**config.mk**
```make
export PLATFORM = sky130hd
export DESIGN_NAME = tcc_timer_unit
export DESIGN_NICKNAME = d
export VERILOG_FILES = /design/src/tcc_pkg.sv /design/src/tcc_capture.sv /design/src/tcc_toggle_ff.sv /design/src/tcc_timer_unit.sv
export SDC_FILE = /design/constraint.sdc
export NUM_CORES = 1
export LEC_CHECK = 0
export BUFFER_PORTS_ARGS = -buffer_cell sky130_fd_sc_hd__buf_2
export CAP_MARGIN = 20
export CORE_ASPECT_RATIO = 1.5
export CORE_MARGIN = 4
export CORE_UTILIZATION = 30
export CTS_BUF_LIST = sky130_fd_sc_hd__clkbuf_8
export CTS_CLUSTER_DIAMETER = 50
export DETAILED_ROUTE_END_ITERATION = 6
export GPL_TIMING_DRIVEN = 0
export SLEW_MARGIN = 30
export SYNTH_ARGS = -nofsm -noshare
export SYNTH_HDL_FRONTEND = slang
export SYNTH_SLANG_ARGS = --single-unit
```
**constraint.sdc**
```tcl
create_clock -name clk_sys -period 4.3 [get_ports clk_sys]
set_input_delay 0.43 -clock clk_sys [delete_from_list [all_inputs] [get_ports clk_sys]]
set_output_delay 0.43 -clock clk_sys [all_outputs]
set_load 0.005 [all_outputs]
```
**src/tcc_pkg.sv**
```systemverilog
// Shared constants and types for the timer compare/capture unit
`default_nettype none
package tcc_pkg;
   // Register word indices (byte address is four times the index)
   localparam logic [8:0] IDX_RUN = 9'h180;
   localparam logic [8:0] IDX_MODE = 9'h182;
   localparam logic [8:0] IDX_FFCR = 9'h183;
   localparam logic [8:0] IDX_PINFN = 9'h184;
   localparam logic [8:0] IDX_CMPA_LO = 9'h188;
   localparam logic [8:0] IDX_CMPA_HI = 9'h189;
   localparam logic [8:0] IDX_CMPB_LO = 9'h18A;
   localparam logic [8:0] IDX_CMPB_HI = 9'h18B;
   localparam logic [8:0] IDX_CAPA_LO = 9'h18C;
   localparam logic [8:0] IDX_CAPA_HI = 9'h18D;
   localparam logic [8:0] IDX_CAPB_LO = 9'h18E;
   localparam logic [8:0] IDX_CAPB_HI = 9'h18F;
   // Run register fields
   localparam int RUN_DBUF_BIT = 7;
   localparam int RUN_PRUN_BIT = 2;
   localparam int RUN_CRUN_BIT = 0;
   localparam logic [7:0] RUN_ONES = 8'h32;
   // Mode register fields
   localparam int MODE_SOFT_BIT = 5;
   localparam int MODE_SEL_LSB = 3;
   localparam int MODE_CLE_BIT = 2;
   // Flip-flop control register fields
   localparam int FFCR_A_CMD_LSB = 0;
   localparam int FFCR_MA_EN_BIT = 2;
   localparam int FFCR_MB_EN_BIT = 3;
   localparam int FFCR_CAP_EN_BIT = 4;
   localparam int FFCR_B_CMD_LSB = 6;
   // Reset values and counter maximum
   localparam logic [7:0] MODE_RST = 8'h20;
   localparam logic [2:0] FFEN_RST = 3'h0;
   localparam logic [1:0] PINFN_RST = 2'h0;
   localparam logic [15:0] CNT_MAX = 16'hFFFF;

   typedef enum logic [1:0] {
      FF_INV = 2'b00,
      FF_SET = 2'b01,
      FF_CLR = 2'b10,
      FF_HOLD = 2'b11
   } tcc_ffcmd_e;

   typedef enum logic [1:0] {
      CAP_OFF = 2'b00,
      CAP_IN0_BOTH = 2'b01,
      CAP_IN0_IN1 = 2'b10,
      CAP_TRIG_BOTH = 2'b11
   } tcc_capsel_e;

   typedef enum logic [0:0] {
      BUS_IDLE = 1'b0,
      BUS_ACK = 1'b1
   } tcc_bus_e;
endpackage : tcc_pkg
`default_nettype wire

```
**src/tcc_capture.sv**
```systemverilog
// One capture register with low-then-high read lock
`timescale 1ns/1ps
`default_nettype none
module tcc_capture
   import tcc_pkg::*;
(
   input wire logic clk_sys,
   input wire logic rst,
   input wire logic cap_evt,
   input wire logic [15:0] count,
   input wire logic rd_lo,
   input wire logic rd_hi,
   output logic [15:0] value,
   output logic latch
);
   logic [15:0] value_q, value_d;
   logic lock_q, lock_d;
   logic latch_q, latch_d;

   always_comb
   begin
      value_d = value_q;
      lock_d = lock_q;
      latch_d = 1'b0;
      if (cap_evt && !lock_q)
      begin
         value_d = count;
         latch_d = 1'b1;
      end
      if (rd_hi)
         lock_d = 1'b0;
      if (rd_lo)
         lock_d = 1'b1;
   end

   always_ff @(posedge clk_sys)
   begin
      if (rst)
      begin
         value_q <= 16'h0000;
         lock_q <= 1'b0;
         latch_q <= 1'b0;
      end
      else
      begin
         value_q <= value_d;
         lock_q <= lock_d;
         latch_q <= latch_d;
      end
   end

   assign value = value_q;
   assign latch = latch_q;

   a_capture_lock: assert property (@(posedge clk_sys) disable iff (rst)
      lock_q && !rd_hi |=> value_q == $past(value_q))
      else $error("capture changed while locked");
   a_capture_load: assert property (@(posedge clk_sys) disable iff (rst)
      cap_evt && !lock_q |=> value_q == $past(count) && latch_q)
      else $error("capture did not latch counter");
   c_capture_blocked: cover property (@(posedge clk_sys) disable iff (rst)
      cap_evt && lock_q);
endmodule : tcc_capture
`default_nettype wire

```
**src/tcc_toggle_ff.sv**
```systemverilog
// Timer output flip-flop with toggle source and software command
`timescale 1ns/1ps
`default_nettype none
module tcc_toggle_ff
   import tcc_pkg::*;
(
   input wire logic clk_sys,
   input wire logic rst,
   input wire logic toggle,
   input wire logic cmd_wr,
   input wire logic [1:0] cmd,
   output logic q
);
   logic ff_q, ff_d;

   always_comb
   begin
      ff_d = ff_q;
      if (toggle)
         ff_d = !ff_q;
      if (cmd_wr)
      begin
         case (tcc_ffcmd_e'(cmd))
            FF_INV: ff_d = !ff_q;
            FF_SET: ff_d = 1'b1;
            FF_CLR: ff_d = 1'b0;
            default: ff_d = toggle ? !ff_q : ff_q;
         endcase
      end
   end

   // Level after reset is not promised to software; zero keeps simulation clean
   always_ff @(posedge clk_sys)
   begin
      if (rst)
         ff_q <= 1'b0;
      else
         ff_q <= ff_d;
   end

   assign q = ff_q;

   a_invert_once: assert property (@(posedge clk_sys) disable iff (rst)
      toggle && cmd_wr && cmd == FF_INV |=> ff_q != $past(ff_q))
      else $error("double inversion not single");
   a_cmd_wins: assert property (@(posedge clk_sys) disable iff (rst)
      cmd_wr && (cmd == FF_SET || cmd == FF_CLR) |=> ff_q == $past(cmd == FF_SET))
      else $error("set or clear lost to toggle");
   c_toggle_seen: cover property (@(posedge clk_sys) disable iff (rst)
      toggle && !cmd_wr);
endmodule : tcc_toggle_ff
`default_nettype wire

```
**src/tcc_timer_unit.sv**
```systemverilog
// Compare, capture and output section of one 16-bit timer channel
// Functional notes
// - With buffering on, buffer goes to compare A when counter meets compare B.
// - Two byte-written flags; copy happens on match only when both are set.
// - A copy clears both flags; a flag stays set until a copy occurs.
// - Reset clears buffer enable; software writes compare, enables, then buffer.
// - Compare A and buffer share addresses; buffering on writes buffer only.
// - Compare registers are write-only; reads return zero.
// - Each capture register latches the full counter on its event.
// - Between low and high byte reads, captures into that register are blocked.
// - Capture registers are read-only; writes do nothing.
// - Two-bit field picks capture timing and external interrupt edge.
// - Writing zero to soft capture bit loads counter into capture A.
// - Two comparators match counter with compare A and B, each raising interrupt.
// - Output flip-flops toggle on matches and capture latches, each gated.
// - Command 00 inverts, 01 sets, 10 clears the flip-flop.
// - Match toggle with software invert in one cycle inverts once.
// - Software set or clear wins over a coinciding match toggle.
// - Flip-flops drive output pins when pin function selects timer output.
// - With match clearing, counter returns to zero on compare B.
// - Comparator stays idle after a low-byte-only compare write, except compare A with buffering on.
// - Counter wrap past maximum raises the overflow interrupt.
//
// The Avalon-MM register port was decided locally.
`timescale 1ns/1ps
`default_nettype none
module tcc_timer_unit
   import tcc_pkg::*;
(
   input wire logic clk_sys,
   input wire logic rst,
   input wire logic [10:0] avs_address,
   input wire logic avs_read,
   input wire logic avs_write,
   input wire logic [3:0] avs_byteenable,
   input wire logic [31:0] avs_writedata,
   output logic [31:0] avs_readdata,
   output logic avs_waitrequest,
   input wire logic count_tick,
   input wire logic cap_in0,
   input wire logic cap_in1,
   input wire logic cap_trig,
   output logic match_a_irq,
   output logic match_b_irq,
   output logic overflow_irq,
   output logic ext_irq,
   output logic timer_out_a,
   output logic timer_out_b
);
   function automatic logic hit(input logic [10:0] addr, input logic [8:0] idx);
      hit = (addr[10:2] == idx);
   endfunction : hit

   tcc_bus_e st_q, st_d;
   logic [31:0] rdata_q, rdata_d;
   logic wait_q, wait_d;
   logic dbuf_enable_q, dbuf_enable_d, prescaler_run_q, prescaler_run_d;
   logic counter_run_ctrl_q, counter_run_ctrl_d;
   logic [7:0] timer_mode_reg_q, timer_mode_reg_d;
   logic [2:0] ffen_q, ffen_d;
   logic [1:0] pinfn_q, pinfn_d;
   logic [15:0] compare_reg_a_q, compare_reg_a_d, compare_reg_b_q, compare_reg_b_d;
   logic [15:0] buf_q, buf_d;
   logic flag_lo_q, flag_lo_d, flag_hi_q, flag_hi_d;
   logic act_a_q, act_a_d, act_b_q, act_b_d;
   logic [15:0] up_counter_q, up_counter_d;
   logic mat_a_q, mat_a_d, mat_b_q, mat_b_d, ovf_q, ovf_d, ext_q, ext_d;
   logic out_a_q, out_a_d, out_b_q, out_b_d;
   logic [2:0] s1_q, s2_q, s3_q;
   logic wr_ev, rd_ev, tick_ok, clear_hit, copy, soft_cap;
   logic in0_rise, in0_fall, in1_rise, trig_rise, trig_fall;
   logic [1:0] cap_evt, cap_lo, cap_hi, cap_latch, ff_tog, ff_wr, ff_state;
   logic [1:0] ff_cmd [2];
   logic [15:0] cap_val [2];
   logic [7:0] wd;

   // Pins are asynchronous: two flops, then a third stage for edges
   always_ff @(posedge clk_sys)
   begin
      if (rst)
      begin
         s1_q <= 3'h0;
         s2_q <= 3'h0;
         s3_q <= 3'h0;
      end
      else
      begin
         s1_q <= {cap_trig, cap_in1, cap_in0};
         s2_q <= s1_q;
         s3_q <= s2_q;
      end
   end

   always_comb
   begin
      wd = avs_writedata[7:0];
      wr_ev = (st_q == BUS_ACK) && avs_write && avs_byteenable[0];
      rd_ev = (st_q == BUS_ACK) && avs_read;
      in0_rise = s2_q[0] && !s3_q[0];
      in0_fall = !s2_q[0] && s3_q[0];
      in1_rise = s2_q[1] && !s3_q[1];
      trig_rise = s2_q[2] && !s3_q[2];
      trig_fall = !s2_q[2] && s3_q[2];
      soft_cap = wr_ev && hit(avs_address, IDX_MODE) && !wd[MODE_SOFT_BIT];
      cap_evt = 2'b00;
      ext_d = in0_rise;
      case (tcc_capsel_e'(timer_mode_reg_q[MODE_SEL_LSB +: 2]))
         CAP_IN0_BOTH:
         begin
            cap_evt = {in0_fall, in0_rise};
            ext_d = in0_fall;
         end
         CAP_IN0_IN1: cap_evt = {in1_rise, in0_rise};
         CAP_TRIG_BOTH: cap_evt = {trig_fall, trig_rise};
         default: cap_evt = 2'b00;
      endcase
      cap_evt[0] = cap_evt[0] || soft_cap;
      cap_lo[0] = rd_ev && hit(avs_address, IDX_CAPA_LO);
      cap_hi[0] = rd_ev && hit(avs_address, IDX_CAPA_HI);
      cap_lo[1] = rd_ev && hit(avs_address, IDX_CAPB_LO);
      cap_hi[1] = rd_ev && hit(avs_address, IDX_CAPB_HI);
   end

   // Bus: request seen, then one cycle with waitrequest low
   always_comb
   begin
      st_d = st_q;
      rdata_d = rdata_q;
      case (st_q)
         BUS_IDLE:
         begin
            if (avs_read || avs_write)
               st_d = BUS_ACK;
            rdata_d = 32'h0000_0000;
            if (hit(avs_address, IDX_RUN))
               rdata_d[7:0] = RUN_ONES | {dbuf_enable_q, 4'h0, prescaler_run_q, 1'b0,
                  counter_run_ctrl_q};
            if (hit(avs_address, IDX_MODE))
               rdata_d[7:0] = timer_mode_reg_q | (8'h01 << MODE_SOFT_BIT);
            if (hit(avs_address, IDX_FFCR))
               rdata_d[7:0] = {FF_HOLD, 1'b0, ffen_q, FF_HOLD};
            if (hit(avs_address, IDX_PINFN))
               rdata_d[7:0] = {6'h00, pinfn_q};
            if (hit(avs_address, IDX_CAPA_LO))
               rdata_d[7:0] = cap_val[0][7:0];
            if (hit(avs_address, IDX_CAPA_HI))
               rdata_d[7:0] = cap_val[0][15:8];
            if (hit(avs_address, IDX_CAPB_LO))
               rdata_d[7:0] = cap_val[1][7:0];
            if (hit(avs_address, IDX_CAPB_HI))
               rdata_d[7:0] = cap_val[1][15:8];
         end
         BUS_ACK: st_d = BUS_IDLE;
         default: st_d = BUS_IDLE;
      endcase
      wait_d = (st_d != BUS_ACK);
   end

   // Control, compare, counter and event logic
   always_comb
   begin
      dbuf_enable_d = dbuf_enable_q;
      prescaler_run_d = prescaler_run_q;
      counter_run_ctrl_d = counter_run_ctrl_q;
      timer_mode_reg_d = timer_mode_reg_q;
      ffen_d = ffen_q;
      pinfn_d = pinfn_q;
      compare_reg_a_d = compare_reg_a_q;
      compare_reg_b_d = compare_reg_b_q;
      buf_d = buf_q;
      flag_lo_d = flag_lo_q;
      flag_hi_d = flag_hi_q;
      act_a_d = act_a_q;
      act_b_d = act_b_q;
      up_counter_d = up_counter_q;
      tick_ok = counter_run_ctrl_q && prescaler_run_q && count_tick;
      clear_hit = timer_mode_reg_q[MODE_CLE_BIT] && (up_counter_q == compare_reg_b_q);
      if (!counter_run_ctrl_q)
         up_counter_d = 16'h0000;
      else if (tick_ok)
         up_counter_d = clear_hit ? 16'h0000 : up_counter_q + 16'h0001;
      ovf_d = tick_ok && !clear_hit && (up_counter_q == CNT_MAX);
      mat_a_d = tick_ok && act_a_q && (up_counter_d == compare_reg_a_q);
      mat_b_d = tick_ok && act_b_q && (up_counter_d == compare_reg_b_q);
      copy = mat_b_d && dbuf_enable_q && flag_lo_q && flag_hi_q;
      if (copy)
      begin
         compare_reg_a_d = buf_q;
         act_a_d = 1'b1;
         flag_lo_d = 1'b0;
         flag_hi_d = 1'b0;
      end
      if (wr_ev)
      begin
         if (hit(avs_address, IDX_RUN))
         begin
            dbuf_enable_d = wd[RUN_DBUF_BIT];
            prescaler_run_d = wd[RUN_PRUN_BIT];
            counter_run_ctrl_d = wd[RUN_CRUN_BIT];
         end
         if (hit(avs_address, IDX_MODE))
            timer_mode_reg_d = wd;
         if (hit(avs_address, IDX_FFCR))
            ffen_d = wd[FFCR_MA_EN_BIT +: 3];
         if (hit(avs_address, IDX_PINFN))
            pinfn_d = wd[1:0];
         // A byte write sets its flag even if a copy clears in the same cycle
         if (hit(avs_address, IDX_CMPA_LO))
         begin
            buf_d[7:0] = wd;
            flag_lo_d = 1'b1;
            if (!dbuf_enable_q)
            begin
               compare_reg_a_d[7:0] = wd;
               act_a_d = 1'b0;
            end
         end
         if (hit(avs_address, IDX_CMPA_HI))
         begin
            buf_d[15:8] = wd;
            flag_hi_d = 1'b1;
            if (!dbuf_enable_q)
            begin
               compare_reg_a_d[15:8] = wd;
               act_a_d = 1'b1;
            end
         end
         if (hit(avs_address, IDX_CMPB_LO))
         begin
            compare_reg_b_d[7:0] = wd;
            act_b_d = 1'b0;
         end
         if (hit(avs_address, IDX_CMPB_HI))
         begin
            compare_reg_b_d[15:8] = wd;
            act_b_d = 1'b1;
         end
      end
      ff_wr[0] = wr_ev && hit(avs_address, IDX_FFCR);
      ff_wr[1] = ff_wr[0];
      ff_cmd[0] = wd[FFCR_A_CMD_LSB +: 2];
      ff_cmd[1] = wd[FFCR_B_CMD_LSB +: 2];
      // Enable changes while counting are racy; software stops the timer first
      ff_tog[0] = (mat_a_q && ffen_q[0]) || (cap_latch[0] && ffen_q[2]);
      ff_tog[1] = (mat_b_q && ffen_q[1]) || (cap_latch[1] && ffen_q[2]);
      out_a_d = pinfn_q[0] && ff_state[0];
      out_b_d = pinfn_q[1] && ff_state[1];
   end

   always_ff @(posedge clk_sys)
   begin
      if (rst)
      begin
         st_q <= BUS_IDLE;
         rdata_q <= 32'h0000_0000;
         wait_q <= 1'b1;
         dbuf_enable_q <= 1'b0;
         prescaler_run_q <= 1'b0;
         counter_run_ctrl_q <= 1'b0;
         timer_mode_reg_q <= MODE_RST;
         ffen_q <= FFEN_RST;
         pinfn_q <= PINFN_RST;
         compare_reg_a_q <= 16'h0000;
         compare_reg_b_q <= 16'h0000;
         buf_q <= 16'h0000;
         flag_lo_q <= 1'b0;
         flag_hi_q <= 1'b0;
         act_a_q <= 1'b0;
         act_b_q <= 1'b0;
         up_counter_q <= 16'h0000;
         mat_a_q <= 1'b0;
         mat_b_q <= 1'b0;
         ovf_q <= 1'b0;
         ext_q <= 1'b0;
         out_a_q <= 1'b0;
         out_b_q <= 1'b0;
      end
      else
      begin
         st_q <= st_d;
         rdata_q <= rdata_d;
         wait_q <= wait_d;
         dbuf_enable_q <= dbuf_enable_d;
         prescaler_run_q <= prescaler_run_d;
         counter_run_ctrl_q <= counter_run_ctrl_d;
         timer_mode_reg_q <= timer_mode_reg_d;
         ffen_q <= ffen_d;
         pinfn_q <= pinfn_d;
         compare_reg_a_q <= compare_reg_a_d;
         compare_reg_b_q <= compare_reg_b_d;
         buf_q <= buf_d;
         flag_lo_q <= flag_lo_d;
         flag_hi_q <= flag_hi_d;
         act_a_q <= act_a_d;
         act_b_q <= act_b_d;
         up_counter_q <= up_counter_d;
         mat_a_q <= mat_a_d;
         mat_b_q <= mat_b_d;
         ovf_q <= ovf_d;
         ext_q <= ext_d;
         out_a_q <= out_a_d;
         out_b_q <= out_b_d;
      end
   end

   genvar gi;
   generate
      for (gi = 0; gi < 2; gi++)
      begin : g_chan
         tcc_capture u_cap (
            .clk_sys(clk_sys),
            .rst(rst),
            .cap_evt(cap_evt[gi]),
            .count(up_counter_q),
            .rd_lo(cap_lo[gi]),
            .rd_hi(cap_hi[gi]),
            .value(cap_val[gi]),
            .latch(cap_latch[gi])
         );
         tcc_toggle_ff u_ff (
            .clk_sys(clk_sys),
            .rst(rst),
            .toggle(ff_tog[gi]),
            .cmd_wr(ff_wr[gi]),
            .cmd(ff_cmd[gi]),
            .q(ff_state[gi])
         );
      end
   endgenerate

   assign avs_readdata = rdata_q;
   assign avs_waitrequest = wait_q;
   assign match_a_irq = mat_a_q;
   assign match_b_irq = mat_b_q;
   assign overflow_irq = ovf_q;
   assign ext_irq = ext_q;
   assign timer_out_a = out_a_q;
   assign timer_out_b = out_b_q;

   a_dbuf_copy: assert property (@(posedge clk_sys) disable iff (rst)
      copy |=> compare_reg_a_q == $past(buf_q) && match_b_irq)
      else $error("buffer not copied on compare B match");
   a_copy_needs_flags: assert property (@(posedge clk_sys) disable iff (rst)
      $changed(compare_reg_a_q) && $past(dbuf_enable_q) |-> $past(flag_lo_q && flag_hi_q))
      else $error("copy without both byte flags");
   a_copy_clears: assert property (@(posedge clk_sys) disable iff (rst)
      copy && !wr_ev |=> !flag_lo_q && !flag_hi_q)
      else $error("flags not cleared by copy");
   a_reset_state: assert property (@(posedge clk_sys)
      $past(rst) |-> !dbuf_enable_q && !flag_lo_q && !flag_hi_q)
      else $error("buffer state not cleared by reset");
   a_buffered_write: assert property (@(posedge clk_sys) disable iff (rst)
      wr_ev && dbuf_enable_q && hit(avs_address, IDX_CMPA_LO) && !copy
      |=> $stable(compare_reg_a_q) && buf_q[7:0] == $past(wd))
      else $error("buffered write reached compare A");
   a_compare_wo: assert property (@(posedge clk_sys) disable iff (rst)
      !avs_waitrequest && avs_read && avs_address[10:4] == IDX_CMPA_LO[8:2]
      && !avs_address[4 - 1 - 1 + 1] |-> avs_readdata == 32'h0000_0000)
      else $error("compare register readable");
   a_soft_capture: assert property (@(posedge clk_sys) disable iff (rst)
      soft_cap && !(cap_hi[0]) ##1 !$past(g_chan[0].u_cap.lock_q)
      |-> cap_val[0] == $past(up_counter_q))
      else $error("soft capture missed");
   a_match_clear: assert property (@(posedge clk_sys) disable iff (rst)
      tick_ok && clear_hit |=> up_counter_q == 16'h0000)
      else $error("counter not cleared on compare B");
   a_overflow: assert property (@(posedge clk_sys) disable iff (rst)
      tick_ok && !clear_hit && up_counter_q == CNT_MAX |=> overflow_irq && up_counter_q == 16'h0000)
      else $error("overflow not flagged");
   a_out_pin: assert property (@(posedge clk_sys) disable iff (rst)
      pinfn_q[0] && $stable(pinfn_q) |=> timer_out_a == $past(ff_state[0]))
      else $error("timer output pin not following flip-flop");
   c_dbuf_copy: cover property (@(posedge clk_sys) disable iff (rst) copy);
   c_overflow: cover property (@(posedge clk_sys) disable iff (rst) overflow_irq);
   c_match_a: cover property (@(posedge clk_sys) disable iff (rst) match_a_irq ##1 timer_out_a);
endmodule : tcc_timer_unit
`default_nettype wire

```
Word-level counts from Yosys, hierarchy flattened
Cells that the tools add are included.
{"block": "op_classes", "bitwise": 2, "n_reduce_logical": 64, "n_eq_ne": 23, "addsub": 1, "muxes": 47}
{"op": "== test 9 bit (second input constant)", "n": 12}
{"op": "two-way mux 8 bit", "n": 12}
{"op": "two-way mux 16 bit", "n": 5}
{"op": "== test 16 bit", "n": 3}
{"op": "logical AND 1 bit", "n": 35}
{"op": "two-way mux 1 bit", "n": 26}
{"op": "AND reduction 2 bit", "n": 9}
{"op": "adder 16 x 1 -> 16 bit (second input constant)", "n": 1}
{"op": "== test 16 bit (second input constant)", "n": 1}
{"op": "zero test 1 bit", "n": 11}
{"op": "== test 2 bit (second input constant)", "n": 4}
{"op": "== test 2 x 1 -> 1 bit (second input constant)", "n": 3}
{"op": "one-hot mux 1 bit (3 select lines)", "n": 2}
{"op": "one-hot mux 2 bit (3 select lines)", "n": 1}
{"op": "nonzero test 2 bit", "n": 3}
{"op": "zero test 2 bit", "n": 2}
{"op": "logical OR 1 bit", "n": 4}
{"op": "NOT 1 bit", "n": 2}
{"op": "one-hot mux 1 bit (2 select lines)", "n": 1}
{"block": "word_totals", "register_bits": 147, "out_inout_bits": 39, "in_bits": 55, "wordCells": 173}

Depth between registers and ports, before layout
Gate-level depths: netlist of the first run.
{"block": "logic_depth", "depth_word": 16, "ltp_mapped": 13, "ltp_nobuf": 10}

Cells and area by module
A second synthesis of the first run with hierarchy kept.
{"block": "hier_totals", "hier_cells": 926, "area_unflattened_um2": 8101.5}
{"module": "tcc_timer_unit", "cells_each": 758, "instances": 1, "seq_area_each_um2": 2162.1, "area_per_inst_um2": 6339.8}
{"module": "tcc_capture", "cells_each": 77, "instances": 2, "seq_area_each_um2": 360.3, "area_per_inst_um2": 825.8}
{"module": "tcc_toggle_ff", "cells_each": 7, "instances": 2, "seq_area_each_um2": 20.0, "area_per_inst_um2": 55.1}

Worst setup path before layout of the first run
OpenSTA, ideal clock, no wires.
{"block": "synth_path", "path_type": "register to register", "from": "reg up_counter_q[4]", "to": "reg compare_reg_a_q[3]", "arrival_time_ns": 3.089, "period_less_slack_ns": 3.224, "path_stages_with_launch": 13, "setup_slack_ns": 1.076, "setup_time_ns": 0.135, "n_path_buf": 3, "t_required_ns": 4.165, "path_cell_list": "dfxtp_1 -> buf_4 -> nand3_4 -> or4_1 -> buf_2 -> o31a_1 -> or4_4 -> a21oi_2 -> o2bb2ai_2 -> nor4_4 -> buf_6 -> nor3b_1 -> nor4_2"}
{"block": "synth_between", "elab_chain_len": 14, "elab_cells_between_ends": 15, "classes_between": "1 x add/sub; 2 x eq/ne; 7 x mux; 5 x reduce/logical"}
{"element": "start, declared", "line_no": "tcc_timer_unit.sv:66", "rtl": "logic [15:0] up_counter_q, up_counter_d;"}
{"element": "start signal, assigned", "line_no": "tcc_timer_unit.sv:296", "rtl": "up_counter_q <= up_counter_d;"}
{"element": "branches (longest 3 deep; another with adder 16 x 1 -> 16 bit)"}
{"element": "two-way mux 16 bit (*)", "line_no": "tcc_timer_unit.sv:180", "rtl": "else if (tick_ok)"}
{"element": "two-way mux 16 bit (*)", "line_no": "tcc_timer_unit.sv:178", "rtl": "if (!counter_run_ctrl_q)"}
{"element": "== test 16 bit (*)", "line_no": "tcc_timer_unit.sv:184", "rtl": "mat_b_d = tick_ok && act_b_q && (up_counter_d == compare_reg_b_q);"}
{"element": "logical AND 1 bit (*)", "line_no": "tcc_timer_unit.sv:184"}
{"element": "logical AND 1 bit (*) (3 in series)", "line_no": "tcc_timer_unit.sv:185", "rtl": "copy = mat_b_d && dbuf_enable_q && flag_lo_q && flag_hi_q;"}
{"element": "two-way mux 16 bit (*)", "line_no": "tcc_timer_unit.sv:186", "rtl": "if (copy)"}
{"element": "two-way mux 8 bit", "line_no": "tcc_timer_unit.sv:212", "rtl": "if (!dbuf_enable_q)"}
{"element": "two-way mux 8 bit", "line_no": "tcc_timer_unit.sv:208", "rtl": "if (hit(avs_address, IDX_CMPA_LO))"}
{"element": "two-way mux 16 bit (*)", "line_no": "tcc_timer_unit.sv:193", "rtl": "if (wr_ev)"}
{"element": "end signal, assigned", "line_no": "tcc_timer_unit.sv:289", "rtl": "compare_reg_a_q <= compare_reg_a_d;"}
{"element": "end, declared", "line_no": "tcc_timer_unit.sv:62", "rtl": "logic [15:0] compare_reg_a_q, compare_reg_a_d, compare_reg_b_q, compare_reg_b_d;"}
Mark *: on every way between the ends.
A chain may end at the register's enable or synchronous reset.

Worst setup path in the final report of the first run
{"block": "layout_path", "from": "reg up_counter_q[1]", "to": "reg compare_reg_a_q[4]"}
Same word-level chain as after synthesis.

==> results.yml, run 1 <==
outcome:
  run_status: "finished clean"
placed_design:
  place.gp.congestion: 0.974
  port-buffer-count: 33
  dp_hpwl_um: 18300
  post-place-ws_ns: 0.112
detailed_routing:
  drc: 0
  routed-via-count: 6618
  vias_per_cell: 5.12
  ant_nets: 0
  routed_wl_um: 23800
  wl_per_cell_um: 18.4
  drtPass1Iterations: 5
  drt_iter0_markers: 414
logic_synthesis:
  yosys_warnings: 0
  synth_compound_area_share_pct: 13.4
  synth_top_family_by_area: "simple AND/OR/NAND/NOR gates"
  postSynthCellCount: 879
  muxShareOfSynthArea_pct: 9.52
  ys_seq_area_share_pct: 39.1
  netlist_area_sq_um: 7480
  synth_flop_cell: "dfxtp_1"
  avgSynthCellArea_sq_um: 8.51
  synth_simple_gate_area_share_pct: 24.1
  synth_edf_count: 0
  synthXorXnorAreaFrac_pct: 6.48
  ys_top_cells_by_area: "dfxtp_1, mux2i_1, nor2_1"
  synth-seq-cells: 146
  synthArstFlopShare_pct: 0
  yosys.area_share.adder_pct: 0.167
  yosysTopAreaCell: "dfxtp_1"
  yosysTopAreaCellShare_pct: 39.1
  yosys.cell_types.count: 75
worst_setup_path:
  required_ns: 4.63
  cp-start-kind: "flip-flop"
  slowest_stage: "dfxtp_1"
  max_stage_delay_ns: 0.66
  endpoint_kind: "flip-flop"
  worst-path-max-fanout: 10
  critPathBufInv: 2
  cp_data_arrival_time_ns: 4.45
  crit_type: "reg2reg"
  path_cells: "ha_1 > nand2_1 > nor2_1 > xnor2_1 > or4b_1 > a311oi_1 > o2111ai_1 > nor4_4 > buf_4 > buf_6 > nor3b_1 > nor4_2"
  critPathTopFamily: "simple AND/OR/NAND/NOR gates"
timing:
  worst_clock_skew_ns: 0.0132
  tightest_slew_ns: 0.843
  setup_viol: 0
  drv_slew: 0
  fmax_ghz: 0.243
  finalWorstPathRequiredPeriod_ns: 4.12
  slew_headroom_pct: 43.8
  hold_viol: 0
  period_share_pct: 95.9
  fin_hold_ws_ns: 0.177
  fin_ws_ns: 0.178
floorplan:
  die_x_um: 137
  die-area_sq_um: 27600
  boundaryPins: 94
  die_y_um: 201
  rows: 70
  core_area_sq_um: 24400
  start_util_pct: 30.6
final_layout:
  n_fill_cell: 2516
  drive_above_1_share_pct: 13.1
  antennaDiodeCount: 0
  nets: 1011
  mostFrequentLayoutCell: "dfxtp_1"
  mostFrequentLayoutCells: "dfxtp_1, nor2_1, mux2i_1"
  area_delta_synth_final_pct: 14.0
  final_util_pct: 34.9
power:
  peakVddDrop_mv: 0.163
  p_per_area_nw_per_um2: 292
  p_total_mw: 2.49
  power.leakage_nw: 3.05
cts:
  cts_buffer_depth: 2
  clk_latency_ns: 0.47
  path_clk_slew_ns: 0.09
  cts_tree: "yes"
  clkSinkCount: 146
  cts_htree_levels: 4
  ctsRootBufferMaster: "clkbuf_8"
  hold_buffers: 0
  cts_buffers: 17
global_route:
  antenna_found_initial: 0
  grt_use_total_pct: 17.4
  grt_pass1_vias: 6420
  grt_max_degree: 17
  overflow: 0
  grt_first_pass_wirelength_um: 36600
run:
  maxCapViolCount: 0
worst_hold_path:
  min_path_type: "in2reg"
[per-layer routing]
metal / up-vias / share of wire [%] / track usage, %
met5: - / 0 / 0
met4: 0 / 7.6 / 12.9
met3: 91 / 5.1 / 2.70
met2: 241 / 50 / 30.4
met1: 3074 / 38 / 18.5
li1: 3212 / - / -
[cell families (layout without fill, tap and decap cells)]
| family | count (synthesis) | in the layout |
|---|---|---|
| fa+ha+maj | 1 | 1 |
| other cells | 1 | 24 |
| compound gates | 148 | 148 |
| mux | 71 | 71 |
| buf+inv | 105 | 171 |
| xor+xnor | 49 | 49 |
| flops | 146 | 146 |
| simple gates | 358 | 358 |
[sequential cells by signal, summed over array words and instances, names as in the netlist, 3 cells and up]
signal and count:
compare_reg_a_q 16, s2_q 3, g_chan.u_cap.value 32, compare_reg_b_q 16
up_counter_q 16, timer_mode_reg_q 7, buf_q 16, avs_readdata 8
s3_q 3, s1_q 3, ffen_q 3
[layout make-up]
| type | count | area, sq um | share of cell area, % |
|---|---|---|---|
| buffer | 86 | 469 | 5.50 |
| clock inverter | 15 | 121 | 1.42 |
| clock buffer | 17 | 234 | 2.74 |
| tap | 324 | 405 | 4.75 |
| multi-input combinational | 651 | 4130 | 48.4 |
| timing repair buffer | 34 | 173 | 2.02 |
| inverter | 19 | 71.3 | 0.836 |
| sequential | 146 | 2920 | 34.3 |
[synthesized netlist by cell type (3+ instances only)]
master    instances
a211oi_1          3
a21oi_1          51
a221oi_1          6
a22oi_1           9
a311oi_1          3
a31oi_1           8
and2_1            4
buf_1             6
buf_2             6
buf_4            29
buf_6             4
clkbuf_1         41
dfxtp_1         146
inv_1            18
mux2i_1          70
nand2_1          53
nand2b_1          9
nand3_1          21
nand4_1           7
nor2_1          148
nor2b_1          18
nor3_1           27
nor3b_1          15
nor4_1           18
nor4_2            5
nor4b_1           5
o211ai_1          7
o21ai_0          18
o21bai_1          3
o311a_1           4
o31ai_1           3
o32ai_1           7
or3_1             7
or4_1             6
xnor2_1          26
xnor3_1           4
xor2_1           19
[where the power goes]
| group | switching [mW] | internal, mW | total (mW) |
|---|---|---|---|
| combinational | 0.0816 | 0.0386 | 0.120 |
| sequential | 0.00429 | 1.36 | 1.36 |
| clock | 0.596 | 0.411 | 1.01 |
[worst paths after layout]
kind,cells past startpoint,start,to,slack (ns)
worst max-delay path,12,up_counter_q[1]$_SDFF_PP0_,compare_reg_a_q[4]$_SDFF_PP0_,0.18
worst min-delay path,2,cap_in0,s1_q[0]$_SDFF_PP0_,0.18
worst min register to register,1,s1_q[2]$_SDFF_PP0_,s2_q[2]$_SDFF_PP0_,0.45
worst max register to register,12,up_counter_q[1]$_SDFF_PP0_,compare_reg_a_q[4]$_SDFF_PP0_,0.18
[repair_timing]
| action | 4_1_cts | 5_1_grt |
|---|---|---|
| buffers inserted | 0 | 1 |
| resized for setup | 0 | 1 |
| endpoints found under the hold margin | 0 | 0 |
| endpoints found under the setup margin | 0 | 12 |
[per-stage QoR]
step	area, sq um	cells	setup TNS (ns)
floorplan	7560	902	0
global placement	8130	1259	0
detailed placement	8150	1259	0
CTS	8510	1291	0
global route	8530	1292	-0.0184
finish	8530	1292	0
No activity file was read; power rests on OpenSTA's default activity.
==> run 2, diff against run 1 <==
--- a/config.mk
+++ b/config.mk
@@ -14,6 +14,7 @@
 export CTS_CLUSTER_DIAMETER = 50
 export DETAILED_ROUTE_END_ITERATION = 6
 export GPL_TIMING_DRIVEN = 0
+export MAX_ROUTING_LAYER = met4
 export SLEW_MARGIN = 30
 export SYNTH_ARGS = -nofsm -noshare
 export SYNTH_HDL_FRONTEND = slang
==> run 2 against run 1 <==
  * Utilization increased by 0.28 points
  * Via count decreased by 0.53%
  * First-iteration DRC count up 13%
  * Sequential power hardly changed
  * Critical endpoint is now compare_reg_a_q[2]$_SDFF_PP0_
==> results.yml, run 2 (synthesis results as in run 1) <==
timing:
  period_share_pct: 94.2
  drv_slew: 0
  setup_viol: 0
  rsz0062_at_grt: "false"
  slew_headroom_pct: 45.0
  fmax_ghz: 0.247
  finalWorstPathRequiredPeriod_ns: 4.05
  tightest_slew_ns: 0.820
  hold_viol: 0
  tns_ns: 0
  worst_clock_skew_ns: 0.0138
global_route:
  antenna_found_initial: 0
  grt_util_met3_pct: 2.50
  grt_use_total_pct: 17.9
  overflow: 0
  met2_usage_pct: 30.3
  grt_busiest_layer: "met2"
  grt_max_degree: 17
  grt_pass1_vias: 6375
  grt_util_met1_pct: 19.2
  grt_first_pass_wirelength_um: 36600
placed_design:
  dp_hpwl_um: 18200
  placedInstanceArea_sq_um: 8150
  port-buffer-count: 33
  place.gp.congestion: 0.979
cts:
  clkSinkCount: 146
  cts_tree: "yes"
  ctsRootBufferMaster: "clkbuf_8"
  path_clk_slew_ns: 0.08
  cts_buffer_depth: 2
  cts_buffers: 17
  cts_setup_buffers: 0
  clk_latency_ns: 0.48
  cts_htree_levels: 4
detailed_routing:
  drc: 0
  routed-via-count: 6583
  routed_wl_um: 23700
  drt_iter0_markers: 468
  ant_nets: 0
  vias_per_cell: 5.10
  drtPass1Iterations: 5
  wl_per_cell_um: 18.4
worst_setup_path:
  cp-start-kind: "flip-flop"
  worst-path-max-fanout: 10
  endpoint_kind: "flip-flop"
  crit_type: "reg2reg"
  ff2ff_path_depth: 12
  cp_data_arrival_time_ns: 4.38
  required_ns: 4.62
floorplan:
  start_util_pct: 30.6
  boundaryPins: 94
  core_area_sq_um: 24400
  die-area_sq_um: 27600
  rows: 70
  die_y_um: 201
  die_x_um: 137
final_layout:
  multi_input_area_sq_um: 4130
  antennaDiodeCount: 0
  nets: 1010
  final-seq-area_sq_um: 2920
  final_util_pct: 35.2
  design_area_sq_um: 8600
  mostFrequentLayoutCells: "nor2_1, dfxtp_1, mux2i_1"
  largest_reg_flops: 32
  area_delta_synth_final_pct: 15.0
  n_fill_cell: 2521
  drive_above_1_share_pct: 13.1
run:
  maxCapViolCount: 0
power:
  p_int_mw: 1.99
  swShare_pct: 25.6
  power.leakage_nw: 3.09
  p_per_area_nw_per_um2: 311
  seqPwrFrac_pct: 51.0
  p_clk_share_pct: 44.5
  peakVddDrop_mv: 0.175
  pwr-share-comb_pct: 4.5
  switchingPower_uw: 685
worst_hold_path:
  min_path_type: "in2reg"
  min_path_cells: 2
outcome:
  run_status: "finished clean"
-- run 2: cell types whose count changed in the layout (fill, tap and decap cells not counted) --
| cell | before | now |
|---|---|---|
| clkinv_4 | 2 | 3 |
| clkinvlp_4 | 4 | 2 |
| bufinv_16 | 0 | 3 |
| dfxtp_1 | 146 | 145 |
| buf_4 | 30 | 29 |
| inv_6 | 6 | 3 |
| dfxtp_2 | 0 | 1 |
| inv_8 | 1 | 3 |
| clkinv_2 | 2 | 1 |
-- run 2: worst paths after layout --
path	from	end	slack (ns)
max	up_counter_q[2]$_SDFF_PP0_	compare_reg_a_q[2]$_SDFF_PP0_	0.25
max reg2reg	up_counter_q[2]$_SDFF_PP0_	compare_reg_a_q[2]$_SDFF_PP0_	0.25
min reg2reg	s1_q[0]$_SDFF_PP0_	s2_q[0]$_SDFF_PP0_	0.45
min	cap_in0	s1_q[0]$_SDFF_PP0_	0.17
-- run 2: power by group through the flow --
stage | Sequential, mW | Clock [mW] | Combinational (mW)
finish | 1.36 | 1.19 | 0.120
global route | 1.36 | 1.26 | 0.131
CTS | 1.36 | 1.21 | 0.121
detailed placement | 1.40 | 0 | 0.120
global placement | 1.39 | 0 | 0.119
floorplan | 1.39 | 0 | 0.0678
-- run 2: layer usage --
metal  routed length, um  vias up
li1                    -     3205
met1                9170     3049
met2               11900      242
met3                1070       87
met4                1630        0
met5                   0        -
-- run 2: critical path, stage by stage, from the launching register on --
cell and delay (ns):
dfxtp_1 0.31, buf_2 0.24, nand4_1 0.24, buf_1 0.33, nor2_1 0.27, xnor2_1 0.21, or4b_1 0.50, a311oi_1 0.59
o2111ai_1 0.24, nor4_4 0.44, buf_6 0.22, nor3b_1 0.23, nor4_1 0.08
-- run 2: layout make-up --
class	count	share of cell area (%)
tap	324	4.72
buffer	86	5.46
clock inverter	15	2.29
clock buffer	17	2.72
sequential	146	34.0
inverter	19	0.830
timing repair buffer	33	1.92
multi-input combinational	651	48.0
-- run 2: through the flow --
stage	instances	hold slack, ns	setup WS, ns	total power, mW
2_1_floorplan	902	0.414	1.08	1.46
3_3_place_gp	1259	0.422	0.128	1.51
3_5_place_dp	1259	0.427	0.134	1.52
4_1_cts	1291	0.165	0.113	2.69
5_1_grt	1291	0.194	0.0391	2.76
6_report	1291	0.175	0.249	2.67
-- run 2: what timing repair did --
action / CTS / global route
endpoints found under the setup margin: 0 / 12
hold buffers: 0 / 0
gates resized for setup: 0 / 2
==> run 3, diff against run 2 <==
--- a/config.mk
+++ b/config.mk
@@ -9,7 +9,7 @@
 export CAP_MARGIN = 20
 export CORE_ASPECT_RATIO = 1.5
 export CORE_MARGIN = 4
-export CORE_UTILIZATION = 30
+export CORE_UTILIZATION = 35
 export CTS_BUF_LIST = sky130_fd_sc_hd__clkbuf_8
 export CTS_CLUSTER_DIAMETER = 50
 export DETAILED_ROUTE_END_ITERATION = 6
==> run 3 against run 2 <==
  * Combinational power about the same
  * Largest power group unchanged
  * Highest routed layer unchanged
  * Die area down 14%
  * Sequential cell count unchanged
  * Sequential power about the same
  * Global-route usage up 2.7 points
  * Critical endpoint is now compare_reg_a_q[4]$_SDFF_PP0_
  * Critical path depth down 2
  * Critical path type unchanged
  * Setup slack worse by 0.047 ns
  * Sequential share of layout area up 0.20 points
==> results.yml, run 3 (synthesis results as in run 1) <==
worst_setup_path:
  path_cells: "ha_1 > nand2_1 > nor4_2 > nand3_1 > a311oi_1 > o2111ai_1 > nor4_4 > buf_6 > nor3b_1 > nor4_2"
  max_stage_delay_ns: 0.61
  worst-path-max-fanout: 10
  crit_type: "reg2reg"
  cpMostUsedCell: "nor4_2"
  required_ns: 4.62
  slowest_stage: "dfxtp_1"
  endpoint_kind: "flip-flop"
  cp-start-kind: "flip-flop"
  cp_data_arrival_time_ns: 4.42
placed_design:
  place.gp.congestion: 1.00
  dp_hpwl_um: 18000
  placedInstanceArea_sq_um: 8080
  post-place-ws_ns: 0.0881
  port-buffer-count: 33
outcome:
  run_status: "finished clean"
global_route:
  grt_use_total_pct: 20.5
  antenna_found_initial: 0
  overflow: 0
  grt_max_degree: 17
  grt_first_pass_wirelength_um: 36500
  grt_pass1_vias: 6289
cts:
  ctsResizeCount: 0
  path_clk_slew_ns: 0.09
  cts_htree_levels: 4
  clkSinkCount: 146
  clk_latency_ns: 0.46
  cts_buffers: 17
  cts_setup_buffers: 0
  cts_buffer_depth: 2
  cts_tree: "yes"
  ctsRootBufferMaster: "clkbuf_8"
  hold_buffers: 0
timing:
  tns_ns: 0
  setup_viol: 0
  drv_slew: 0
  fmax_ghz: 0.244
  worst_clock_skew_ns: 0.0109
  period_share_pct: 95.3
  hold_viol: 0
  slew_headroom_pct: 31.9
  rsz0062_at_grt: "false"
  finalWorstPathRequiredPeriod_ns: 4.10
  fin_ws_ns: 0.202
  tightest_slew_ns: 1.02
final_layout:
  mostFrequentLayoutCells: "nor2_1, dfxtp_1, mux2i_1"
  largest_reg_flops: 32
  area_delta_synth_final_pct: 14.2
  nets: 1010
  design_area_sq_um: 8540
  drive_above_1_share_pct: 12.9
power:
  peakVddDrop_mv: 0.155
  p_total_mw: 2.72
  p_per_area_nw_per_um2: 318
  power.leakage_nw: 3.09
detailed_routing:
  routed_wl_um: 23900
  wl_per_cell_um: 19.3
  vias_per_cell: 5.28
  drc: 0
  ant_nets: 0
  drtPass1Iterations: 5
  drt_iter0_markers: 331
  routed-via-count: 6530
floorplan:
  die_y_um: 187
  rows: 65
  core_area_sq_um: 21100
  start_util_pct: 35.5
  die_x_um: 127
  die-area_sq_um: 23800
  boundaryPins: 94
run:
  maxCapViolCount: 0
worst_hold_path:
  min_path_type: "in2reg"
## run 3: final cells by class
cell class	instances	area, sq um
Tap cell	268	335
Multi-Input combinational cell	651	4130
Sequential cell	146	2920
Inverter	19	71.3
Clock buffer	18	248
Clock inverter	14	200
Buffer	86	469
Timing Repair Buffer	33	165
Antenna cell	1	2.50
Fill cell	2173	12500
## run 3: per-stage QoR
stage,std cells,hold WS (ns),utilization [%]
finish,1236,0.182,40.6
global route,1235,0.167,40.5
CTS,1235,0.157,40.5
detailed placement,1203,0.426,38.4
global placement,1203,0.419,38.3
floorplan,902,0.414,-
## run 3: per-layer routing
layer | global-route usage [%] | vias up | routed length (um)
met5 | - | - | 0
met4 | 10.5 | 0 | 1100
met3 | 3.31 | 56 | 1170
met2 | 35.3 | 201 | 12300
met1 | 22.6 | 3075 | 9340
li1 | - | 3198 | -
## run 3: critical path: cells and delay by family (launching register included)
family / cells / cell delay (ns)
fa+ha+maj: 1 / 0.41
simple gates: 6 / 1.86
buf+inv: 1 / 0.22
compound gates: 2 / 0.84
flops: 1 / 0.61
## run 3: path summary, 6_finish.rpt
kind / endpoint / cells after the start / startpoint / slack (ns)
worst min register to register: s2_q[1]$_SDFF_PP0_ / 1 / s1_q[1]$_SDFF_PP0_ / 0.44
worst max register to register: compare_reg_a_q[4]$_SDFF_PP0_ / 10 / up_counter_q[1]$_SDFF_PP0_ / 0.20
worst max-delay path: compare_reg_a_q[4]$_SDFF_PP0_ / 10 / up_counter_q[1]$_SDFF_PP0_ / 0.20
worst min-delay path: s1_q[0]$_SDFF_PP0_ / 2 / cap_in0 / 0.18
## run 3: power breakdown
group          leakage, nW  switching (mW)  internal (mW)
combinational         1.69          0.0821         0.0386
clock                0.217           0.579          0.655
sequential            1.18         0.00421           1.36
